**src/verilog/sigr_pkg.sv**
```systemverilog
// Package of constants for the system control interrupt gate and return unit.
`default_nettype none
package sigr_pkg;
  // ****************************************
  // Instruction encoding
  // ****************************************
  localparam logic [5:0] SIGR_OP_SYSCTL    = 6'h10;
  localparam logic [4:0] SIGR_SUB_MOVEFROM = 5'h00;
  localparam logic [4:0] SIGR_DEBUG_GROUP  = 5'h18;
  localparam int         SIGR_OP_HI        = 31;
  localparam int         SIGR_OP_LO        = 26;
  localparam int         SIGR_SUB_HI       = 25;
  localparam int         SIGR_SUB_LO       = 21;
  localparam int         SIGR_RT_HI        = 20;
  localparam int         SIGR_RT_LO        = 16;
  localparam int         SIGR_RD_HI        = 15;
  localparam int         SIGR_RD_LO        = 11;
  localparam int         SIGR_PAD_HI       = 10;
  localparam int         SIGR_PAD_LO       = 3;
  localparam int         SIGR_SEL_HI       = 2;
  localparam int         SIGR_SEL_LO       = 0;
  // ****************************************
  // Debug register selectors
  // ****************************************
  localparam logic [2:0] SIGR_SEL_BPC   = 3'h0;
  localparam logic [2:0] SIGR_SEL_IAB   = 3'h2;
  localparam logic [2:0] SIGR_SEL_IABM  = 3'h3;
  localparam logic [2:0] SIGR_SEL_DAB   = 3'h4;
  localparam logic [2:0] SIGR_SEL_DABM  = 3'h5;
  localparam logic [2:0] SIGR_SEL_DVB   = 3'h6;
  localparam logic [2:0] SIGR_SEL_DVBM  = 3'h7;
  // ****************************************
  // Status fields
  // ****************************************
  localparam int         SIGR_EXL_BIT   = 1;
  localparam int         SIGR_ERL_BIT   = 2;
  localparam logic [1:0] SIGR_MODE_KERNEL = 2'h0;
  localparam logic       SIGR_EIE_RESET = 1'h1;
  // ****************************************
  // Operation kinds
  // ****************************************
  typedef enum logic [3:0] {
    SIGR_K_NONE  = 4'h1,
    SIGR_K_DI    = 4'h2,
    SIGR_K_EI    = 4'h4,
    SIGR_K_EXCEPTION_RETURN_OP  = 4'h8
  } sigr_kind_t;
endpackage : sigr_pkg
`default_nettype wire

```
**src/verilog/sigr_unit.sv**
```systemverilog
// Interrupt gate, exception return and move-from unit of the coprocessor.
// Operation
// - Mask-all clears enable when permitted or privileged.
// - Enable clear blocks all but nonmaskable, serial.
// - Unmask sets enable under same permission.
// - Enable set: accept if global, no levels.
// - Permit bit opens gate ops to all modes.
// - Return with error level uses error pc.
// - Otherwise return uses exception pc, clears level.
// - Return redirects fetch without delay slot.
// - Return flushes pipelines before target fetch.
// - Flush spares loads, stores, multiplies, coprocessor.
// - Move-from copies register, sign extended.
// - Debug selector 000 reads break control.
// - Selectors 100, 101 read data address pair.
// - Selectors 110, 111 read data value pair.
// - Selector 011 reads instruction address mask.
`timescale 1ns/100ps
`default_nettype none
module sigr_unit (
  // Clock and reset
  input  wire logic                      ref_clk_in,
  input  wire logic                      resetn_in,
  // Instruction issue
  input  wire logic                      issue_valid_in,
  input  wire logic                      irq_mask_all_op_in,
  input  wire logic                      irq_unmask_op_in,
  input  wire logic                      exception_return_op_in,
  input  wire logic [31:0]               instr_word_in,
  // Status state from the status register
  input  wire logic                      global_interrupt_enable_in,
  input  wire logic                      user_irq_gate_permit_in,
  input  wire logic [1:0]                privilege_mode_field_in,
  input  wire logic                      coproc_usable_in,
  input  wire logic                      exception_level_in,
  input  wire logic                      error_level_in,
  input  wire logic [63:0]               exception_return_pc_in,
  input  wire logic [63:0]               error_return_pc_in,
  // Interrupt requests
  input  wire logic                      maskable_irq_in,
  input  wire logic                      serial_port_interrupt_in,
  input  wire logic                      nonmaskable_irq_in,
  // Register sources
  input  wire logic [31:0]               sysctl_reg_data_in,
  input  wire logic [31:0]               break_control_in,
  input  wire logic [31:0]               instr_addr_break_in,
  input  wire logic [31:0]               instr_addr_mask_in,
  input  wire logic [31:0]               data_addr_break_in,
  input  wire logic [31:0]               data_addr_mask_in,
  input  wire logic [31:0]               data_value_break_in,
  input  wire logic [31:0]               data_value_mask_in,
  // Interrupt gate
  output var logic                       extra_interrupt_enable_out,
  output var logic                       irq_take_out,
  // Exception return
  output var logic                       clear_exception_level_out,
  output var logic                       clear_error_level_out,
  output var logic                       fetch_redirect_out,
  output var logic [63:0]                fetch_pc_out,
  output var logic                       pipe_flush_out,
  output var logic                       spare_long_ops_out,
  // Register read result
  output var logic                       gpr_write_out,
  output var logic [4:0]                 target_gpr_field_out,
  output var logic [63:0]                gpr_data_out
);
  import sigr_pkg::*;

  sigr_kind_t  kind;
  logic        gate_allowed;
  logic        is_move_from;
  logic        is_debug;
  logic        read_hit;
  logic [31:0] read_word;
  logic [4:0]  source_cp_reg_field;
  logic [2:0]  debug_sel;

  function automatic logic [63:0] sign_extend(input logic [31:0] w);
    sign_extend = {{32{w[31]}}, w};
  endfunction : sign_extend

  // ****************************************
  // Decode
  // ****************************************
  always_comb begin
    if (!issue_valid_in) begin
      kind = SIGR_K_NONE;
    end else if (irq_mask_all_op_in) begin
      kind = SIGR_K_DI;
    end else if (irq_unmask_op_in) begin
      kind = SIGR_K_EI;
    end else if (exception_return_op_in) begin
      kind = SIGR_K_EXCEPTION_RETURN_OP;
    end else begin
      kind = SIGR_K_NONE;
    end
  end

  // permit any mode
  // The usable bit plays no part in the gate ops.
  assign gate_allowed = user_irq_gate_permit_in || exception_level_in ||
                        error_level_in ||
                        (privilege_mode_field_in == SIGR_MODE_KERNEL);

  assign source_cp_reg_field = instr_word_in[SIGR_RD_HI:SIGR_RD_LO];
  assign debug_sel           = instr_word_in[SIGR_SEL_HI:SIGR_SEL_LO];
  assign is_move_from = issue_valid_in && (kind == SIGR_K_NONE) &&
    (instr_word_in[SIGR_OP_HI:SIGR_OP_LO] == SIGR_OP_SYSCTL) &&
    (instr_word_in[SIGR_SUB_HI:SIGR_SUB_LO] == SIGR_SUB_MOVEFROM);
  assign is_debug = (source_cp_reg_field == SIGR_DEBUG_GROUP) &&
                    (instr_word_in[SIGR_PAD_HI:SIGR_PAD_LO] == 8'h00);

  // ****************************************
  // Move-from source select
  // ****************************************
  always_comb begin
    read_word = 32'h0;
    read_hit  = 1'b0;
    if (is_move_from && is_debug) begin
      read_hit = 1'b1;
      case (debug_sel)
        SIGR_SEL_BPC:  read_word = break_control_in;
        SIGR_SEL_IAB:  read_word = instr_addr_break_in;
        SIGR_SEL_IABM: read_word = instr_addr_mask_in;
        SIGR_SEL_DAB:  read_word = data_addr_break_in;
        SIGR_SEL_DABM: read_word = data_addr_mask_in;
        SIGR_SEL_DVB:  read_word = data_value_break_in;
        SIGR_SEL_DVBM: read_word = data_value_mask_in;
        default:       read_hit  = 1'b0;
      endcase
    end else if (is_move_from &&
                 instr_word_in[SIGR_PAD_HI:SIGR_SEL_LO] == 11'h000) begin
      read_hit  = 1'b1;
      read_word = sysctl_reg_data_in;
    end
  end

  // ****************************************
  // Extra interrupt enable
  // ****************************************
  always_ff @(posedge ref_clk_in or negedge resetn_in) begin
    if (!resetn_in) begin
      extra_interrupt_enable_out <= SIGR_EIE_RESET;
    end else if (gate_allowed) begin
      case (kind)
        SIGR_K_DI: extra_interrupt_enable_out <= 1'b0;
        SIGR_K_EI: extra_interrupt_enable_out <= 1'b1;
        default:   extra_interrupt_enable_out <= extra_interrupt_enable_out;
      endcase
    end
  end

  // ****************************************
  // Interrupt acceptance
  // ****************************************
  // evaluated each clock
  always_ff @(posedge ref_clk_in or negedge resetn_in) begin
    if (!resetn_in) begin
      irq_take_out <= 1'b0;
    end else begin
      irq_take_out <= nonmaskable_irq_in || serial_port_interrupt_in ||
        (maskable_irq_in && extra_interrupt_enable_out &&
         global_interrupt_enable_in && !exception_level_in &&
         !error_level_in);
    end
  end

  // ****************************************
  // Exception return
  // ****************************************
  always_ff @(posedge ref_clk_in or negedge resetn_in) begin
    if (!resetn_in) begin
      clear_exception_level_out <= 1'b0;
      clear_error_level_out     <= 1'b0;
      fetch_redirect_out        <= 1'b0;
      fetch_pc_out              <= 64'h0;
      pipe_flush_out            <= 1'b0;
      spare_long_ops_out        <= 1'b0;
    end else begin
      fetch_redirect_out <= (kind == SIGR_K_EXCEPTION_RETURN_OP);
      pipe_flush_out     <= (kind == SIGR_K_EXCEPTION_RETURN_OP);
      spare_long_ops_out <= (kind == SIGR_K_EXCEPTION_RETURN_OP);
      clear_error_level_out <= (kind == SIGR_K_EXCEPTION_RETURN_OP) && error_level_in;
      clear_exception_level_out <= (kind == SIGR_K_EXCEPTION_RETURN_OP) && !error_level_in;
      if (kind == SIGR_K_EXCEPTION_RETURN_OP) begin
        fetch_pc_out <= error_level_in ? error_return_pc_in
                                       : exception_return_pc_in;
      end
    end
  end

  // ****************************************
  // General register write
  // ****************************************
  always_ff @(posedge ref_clk_in or negedge resetn_in) begin
    if (!resetn_in) begin
      gpr_write_out        <= 1'b0;
      target_gpr_field_out <= 5'h00;
      gpr_data_out         <= 64'h0;
    end else begin
      gpr_write_out <= read_hit;
      if (read_hit) begin
        target_gpr_field_out <= instr_word_in[SIGR_RT_HI:SIGR_RT_LO];
        gpr_data_out         <= sign_extend(read_word);
      end
    end
  end
endmodule : sigr_unit
`default_nettype wire

```
**config.mk**
```make
export PLATFORM = sky130hd
export DESIGN_NAME = sigr_unit
export DESIGN_NICKNAME = d
export VERILOG_FILES = /design/src/verilog/sigr_pkg.sv /design/src/verilog/sigr_unit.sv
export SDC_FILE = /design/constraint.sdc
export NUM_CORES = 1
export LEC_CHECK = 0
export ABC_AREA = 1
export BUFFER_PORTS_ARGS = -buffer_cell sky130_fd_sc_hd__clkbuf_2
export CAP_MARGIN = 10
export CORE_AREA = 2 2 226 228
export CTS_BUF_LIST = sky130_fd_sc_hd__clkbuf_8
export DETAILED_ROUTE_END_ITERATION = 7
export DIE_AREA = 0 0 228 230
export PLACE_DENSITY = 0.49
export SYNTH_ARGS = -nofsm -noshare
export SYNTH_HDL_FRONTEND = slang
export SYNTH_SLANG_ARGS = --single-unit
export TNS_END_PERCENT = 20
```
**constraint.sdc**
```tcl
create_clock -name ref_clk_in -period 1.2 [get_ports ref_clk_in]
set_input_delay 0.12 -clock ref_clk_in [delete_from_list [all_inputs] [get_ports ref_clk_in]]
set_output_delay 0.12 -clock ref_clk_in [all_outputs]
set_load 0.01 [all_outputs]
```
# ---- Yosys cells after proc, flatten, opt, wreduce, memory -nomap -nowiden
# Cells that the tools add are included.
dict set report word_totals {
  regBits 107
  in_bits 432
  output_inout_bits 141
  elab_cells 60
}
dict set report classes {
  eq_ne 12
  muxes 12
  reduce_logical 27
}
# operator count
set ops {}
lappend ops {{case mux 32 bit (7 select lines)} 1}
lappend ops {{2-to-1 mux 32 bit} 2}
lappend ops {{2-to-1 mux 64 bit} 1}
lappend ops {{2-to-1 mux 4 bit} 4}
lappend ops {{== test 3 bit (second input constant)} 4}
lappend ops {{logical AND 1 bit} 12}
lappend ops {{zero test 11 bit} 1}
lappend ops {{zero test 8 bit} 1}
lappend ops {{OR reduction 7 bit} 1}
lappend ops {{== test 3 x 2 -> 1 bit (second input constant)} 2}
lappend ops {{== test 6 x 5 -> 1 bit (second input constant)} 1}
lappend ops {{== test 5 bit (second input constant)} 1}
lappend ops {{zero test 5 bit} 1}
lappend ops {{logical OR 1 bit} 5}
lappend ops {{== test 4 x 1 -> 1 bit (second input constant)} 1}
lappend ops {{== test 4 x 2 -> 1 bit (second input constant)} 1}
lappend ops {{== test 4 x 3 -> 1 bit (second input constant)} 1}
lappend ops {{== test 4 bit (second input constant)} 1}
lappend ops {{zero test 3 bit} 1}
lappend ops {{2-to-1 mux 1 bit} 3}
lappend ops {{zero test 1 bit} 2}
lappend ops {{zero test 2 bit} 1}
lappend ops {{case mux 1 bit (2 select lines)} 1}
lappend ops {{AND reduction 2 bit} 1}
lappend ops {{nonzero test 2 bit} 1}

# ---- Logic depth before layout (Yosys ltp)
dict set report logic_depth {
  word_depth 11
  mapped_depth 12
  depth_no_buf 10
}

# ---- Worst setup path after synthesis
# OpenSTA, ideal clock, no wires.
dict set report synth_path {
  path_type {input -> register}
  startpoint {input instr_word_in[1]}
  endpoint {register gpr_data_out[15]}
  setup_ps 116
  t_arrival_ps 1171
  t_required_ps 1084
  path_slack_ps -88
  path_stages 11
  n_path_buf 3
  path_cell_list {buf_2 > nor2_2 > nand2_1 > nor2_1 > nand2_1 > nor2_4 > nand2_1 > buf_6 > buf_4 > nand3_1 > nand2_1}
}
dict set report synth_via {
  elab_chain_cells 4
  elab_cells_between_ends 16
  classes_between {eq/ne: 6; mux: 6; reduce/logical: 4}
}
# element line
set synth_rtl {}
lappend synth_rtl {{from (decl)} sigr_unit.sv:29} ;# input wire logic [31:0] instr_word_in,
lappend synth_rtl {{== test 3 bit (tied with other cells)} sigr_unit.sv:121} ;# case (debug_sel)
lappend synth_rtl {{OR reduction 7 bit (no source line) or logical AND 1 bit (tied branches)} n/a}
lappend synth_rtl {{2-to-1 mux 1 bit (tied with other cells)} sigr_unit.sv:121}
lappend synth_rtl {{2-to-1 mux 1 bit or 2-to-1 mux 32 bit (tied branches)} sigr_unit.sv:119} ;# if (is_move_from && is_debug) begin
lappend synth_rtl {{to (signal assigned)} sigr_unit.sv:204} ;# gpr_data_out <= sign_extend(read_word);
lappend synth_rtl {{to (decl)} sigr_unit.sv:65} ;# output var logic [63:0] gpr_data_out
# Parallel ways exist; a longest one is shown, timed or not.
# A chain may end at the register's enable or synchronous reset.

# ---- Worst setup path in the final report
dict set report layout_path {
  startpoint {register, netlist name gpr_data_out[31]}
  endpoint {output gpr_data_out[38]}
}
# No word-level cell between the ends.

==> summary.txt <==
Run status
  • Status: finished, violations left
  • Failing checks: setup timing

Floorplan
  • Die ar.: 52440 sq um
  • DIE WIDTH: 228 um
  • Io pins: 573
  • Rows: 82
  • Initial core utilization: 15.26%
  • Die height: 230 um
  • Area of the core: 49860 sq um

Global route
  • GRT Resource Usage Total: 15.01%
  • Grt ovf: 0
  • First-pass GRT wire length: 61.27 mm
  • Vias in the first global route: 11010
  • Largest net degree at the start of global routing: 65
  • Initial antenna violation count: 5

Timing
  • Final Slew Violations: 0
  • FMAX: 736.7 MHz
  • Slew @ Worst Pin: 0.6739 ns
  • Final WS setup: -0.1574 ns
  • Final-report hold violation count: 0
  • Hold_ws: 0.06602 ns
  • Period utilisation layout: 113.1%
  • RSZ-0062 raised after global routing: true
  • Min Tclk post-route: 1.357 ns
  • Slew HR: 55.08%
  • Final setup fails: 34
  • Layout Skew: 0.007870 ns

Synth
  • Synthesized area per cell: 6.274 sq um
  • Syn nets: 1645
  • Flops & latches, synth: 107
  • Largest cells by area after synthesis: dfrtp_1 35%, nand2_1 23%, nand3_1 13%, nand4_1 7.9%, nor2_1 5.7%
  • Netlist cell types: 22
  • Post-Syn Area: 7610 sq um
  • Synth top area share: 34.86%
  • Yosys warns: 0
  • Largest area contributor in the netlist: dfrtp_1
  • Gate Count Post-Synth: 1213
  • Post-synthesis sequential area ratio: 35.20%

Cells and area
  • Most frequent cells in the layout: 558 x clkbuf_2, 473 x nand2_1, 182 x nand3_1
  • # nets final: 2346
  • Share of cells above drive strength 1: 36.27%
  • Util after Layout: 27.27%
  • Fillers: 5485
  • Commonest non-fill, non-tap cell in the layout: clkbuf_2
  • Syn-to-layout area delta: 78.66%
  • Design area: 13600 sq um

Detailed routing
  • TritonRoute pass-1 iters: 6
  • Starting DRT DRC Count: 536
  • Met2 WL: 19.62 mm
  • Via density: 4.092
  • DRC: 0
  • Routed WL: 40.37 mm
  • Post-route ant nets: 0
  • WL per Instance: 15.55 um
  • Wl on met1: 15.86 mm
  • Top Layer Used: met4
  • Met3 WL: 3.157 mm
  • Vias post-DR: 10620

Min path
  • Worst hold stages: 5
  • Hold path start: sysctl_reg_data_in[25]
  • Hold Path Sink: gpr_data_out[25]$_DFFE_PN0P_
  • Min-Delay Path Class: in -> reg

Critical path
  • Critical Path RT: 1.08 ns
  • Flop2flop setup slack: 0.22 ns
  • CP Launch Type: flip-flop
  • Crit path max fanout: 17
  • Worst reg2reg path startpoint: extra_interrupt_enable_out$_DFFE_PN1P_
  • Critical path class: reg -> out
  • Setup crit end kind: output port
  • Crit Reg-Reg Endpoint: irq_take_out$_DFF_PN0_
  • Worst R2R Path Depth: 2
  • Worst Path Arrival: 1.24 ns

Clock tree
  • Clock Latency Late Sink: 0.42 ns
  • Clock Sink Count: 107
  • TritonCTS clock tree: built
  • CTS Buf Count: 9
  • CTS max path bufs: 2
  • Clk slew on worst S/H paths: 0.12 ns
  • H-tree depth: 3
  • Root buffer selected by CTS: clkbuf_8

Place
  • Setup Slack @ Placement: -0.4801 ns
  • RePlAce Congestion: 0.9697
  • Port-buffer cells: 571
  • Detailed Place HPWL: 32.29 mm
  • Placement Cell Area: 11520 sq um

Power
  • Static Leak: 7.614 nW
  • Worst VDD drop: 0.4240 mV
  • PwrDens: 751.2 nW/um^2
  • Pwr Total: 0.01021 W

Flow run
  • # Max-Cap Violations: 0
[critical path, stage by stage, from the launching register on]
cell and delay, ns:
dfrtp_4 0.52, buf_12 0.16, clkbuf_2 0.13
[state kept, by name, summed over array words and instances, names as in the netlist]
signal / count
clear_error_level_out: 1
clear_exception_level_out: 1
extra_interrupt_enable_out: 1
fetch_pc_out: 64
gpr_data_out: 32
gpr_write_out: 1
irq_take_out: 1
spare_long_ops_out: 1
target_gpr_field_out: 5
[worst max-delay path by stage]
stage | startpoint | end | slack, ns | depth (start not counted)
after floorplan | instr_word_in[1] | gpr_data_out[15]$_DFFE_PN0P_ | -0.006 | 11
after global placement | instr_word_in[3] | gpr_data_out[9]$_DFFE_PN0P_ | -0.48 | 11
after global routing | gpr_data_out[31]$_DFFE_PN0P_ | gpr_data_out[48] | -0.22 | 2
final | gpr_data_out[31]$_DFFE_PN0P_ | gpr_data_out[38] | -0.16 | 2
after detailed placement | instr_word_in[3] | target_gpr_field_out[1]$_DFFE_PN0P_ | -0.48 | 10
after CTS | gpr_data_out[31]$_DFFE_PN0P_ | gpr_data_out[59] | -0.22 | 2
[cells in the mapped netlist]
| library cell | number |
|---|---|
| buf_1 | 7 |
| buf_2 | 43 |
| buf_4 | 44 |
| buf_6 | 2 |
| clkbuf_1 | 27 |
| dfrtp_1 | 106 |
| dfstp_2 | 1 |
| inv_1 | 74 |
| inv_2 | 5 |
| nand2_1 | 475 |
| nand2_2 | 1 |
| nand3_1 | 202 |
| nand3_2 | 1 |
| nand3b_1 | 2 |
| nand4_1 | 96 |
| nor2_1 | 115 |
| nor2_2 | 4 |
| nor2_4 | 2 |
| nor3_1 | 2 |
| o21ai_0 | 2 |
| o31ai_1 | 1 |
| or2_1 | 1 |
[power breakdown]
group | internal [W] | switching, W | total, W
Clock | 0.000830 | 0.00151 | 0.00234
Sequential | 0.00406 | 0.000269 | 0.00433
Combinational | 0.00175 | 0.00180 | 0.00355
Total | 0.00663 | 0.00358 | 0.0102
[stage by stage]
stage | instances | TNS [ns]
floorplan | 1213 | -0.05704
global placement | 2398 | -31.96
detailed placement | 2398 | -32.32
CTS | 2591 | -7.383
global route | 2594 | -7.319
finish | 2596 | -4.930
[area by class of cell]
type	instances	area, sq um	share of cell area (%)
multi-input combinational	904	4074	29.97
sequential	107	2683	19.73
inverter	79	296.5	2.181
timing repair buffer	813	5484	40.34
clock inverter	7	81.33	0.5982
antenna	5	12.51	0.09203
tap	672	840.8	6.184
clock buffer	9	123.9	0.9111
[logic make-up (layout without fill, tap and decap cells)]
| group | after synthesis | after routing | synth area share (%) |
|---|---|---|---|
| and+or+nand+nor | 901 | 901 | 51.53 |
| buffers and inverters | 202 | 908 | 13.04 |
| DFF | 107 | 107 | 35.20 |
| AOI/OAI and AO/OA | 3 | 3 | 0.2302 |
| other | 0 | 5 | 0 |
[repair_timing]
action                                  4_1_cts  5_1_grt
buffers inserted                              2        0
hold endpoints to repair                    209        0
pin swaps                                     0        1
endpoints found under the setup margin       42       69
hold buffers                                175        0
gates resized for setup                      13       14
[layer usage]
layer,vias up,GRT usage (%)
met5,-,0
met4,0,7.475
met3,88,3.708
met2,532,26.54
met1,4732,16.79
li1,5271,-
(Power assumes the default switching activity.)
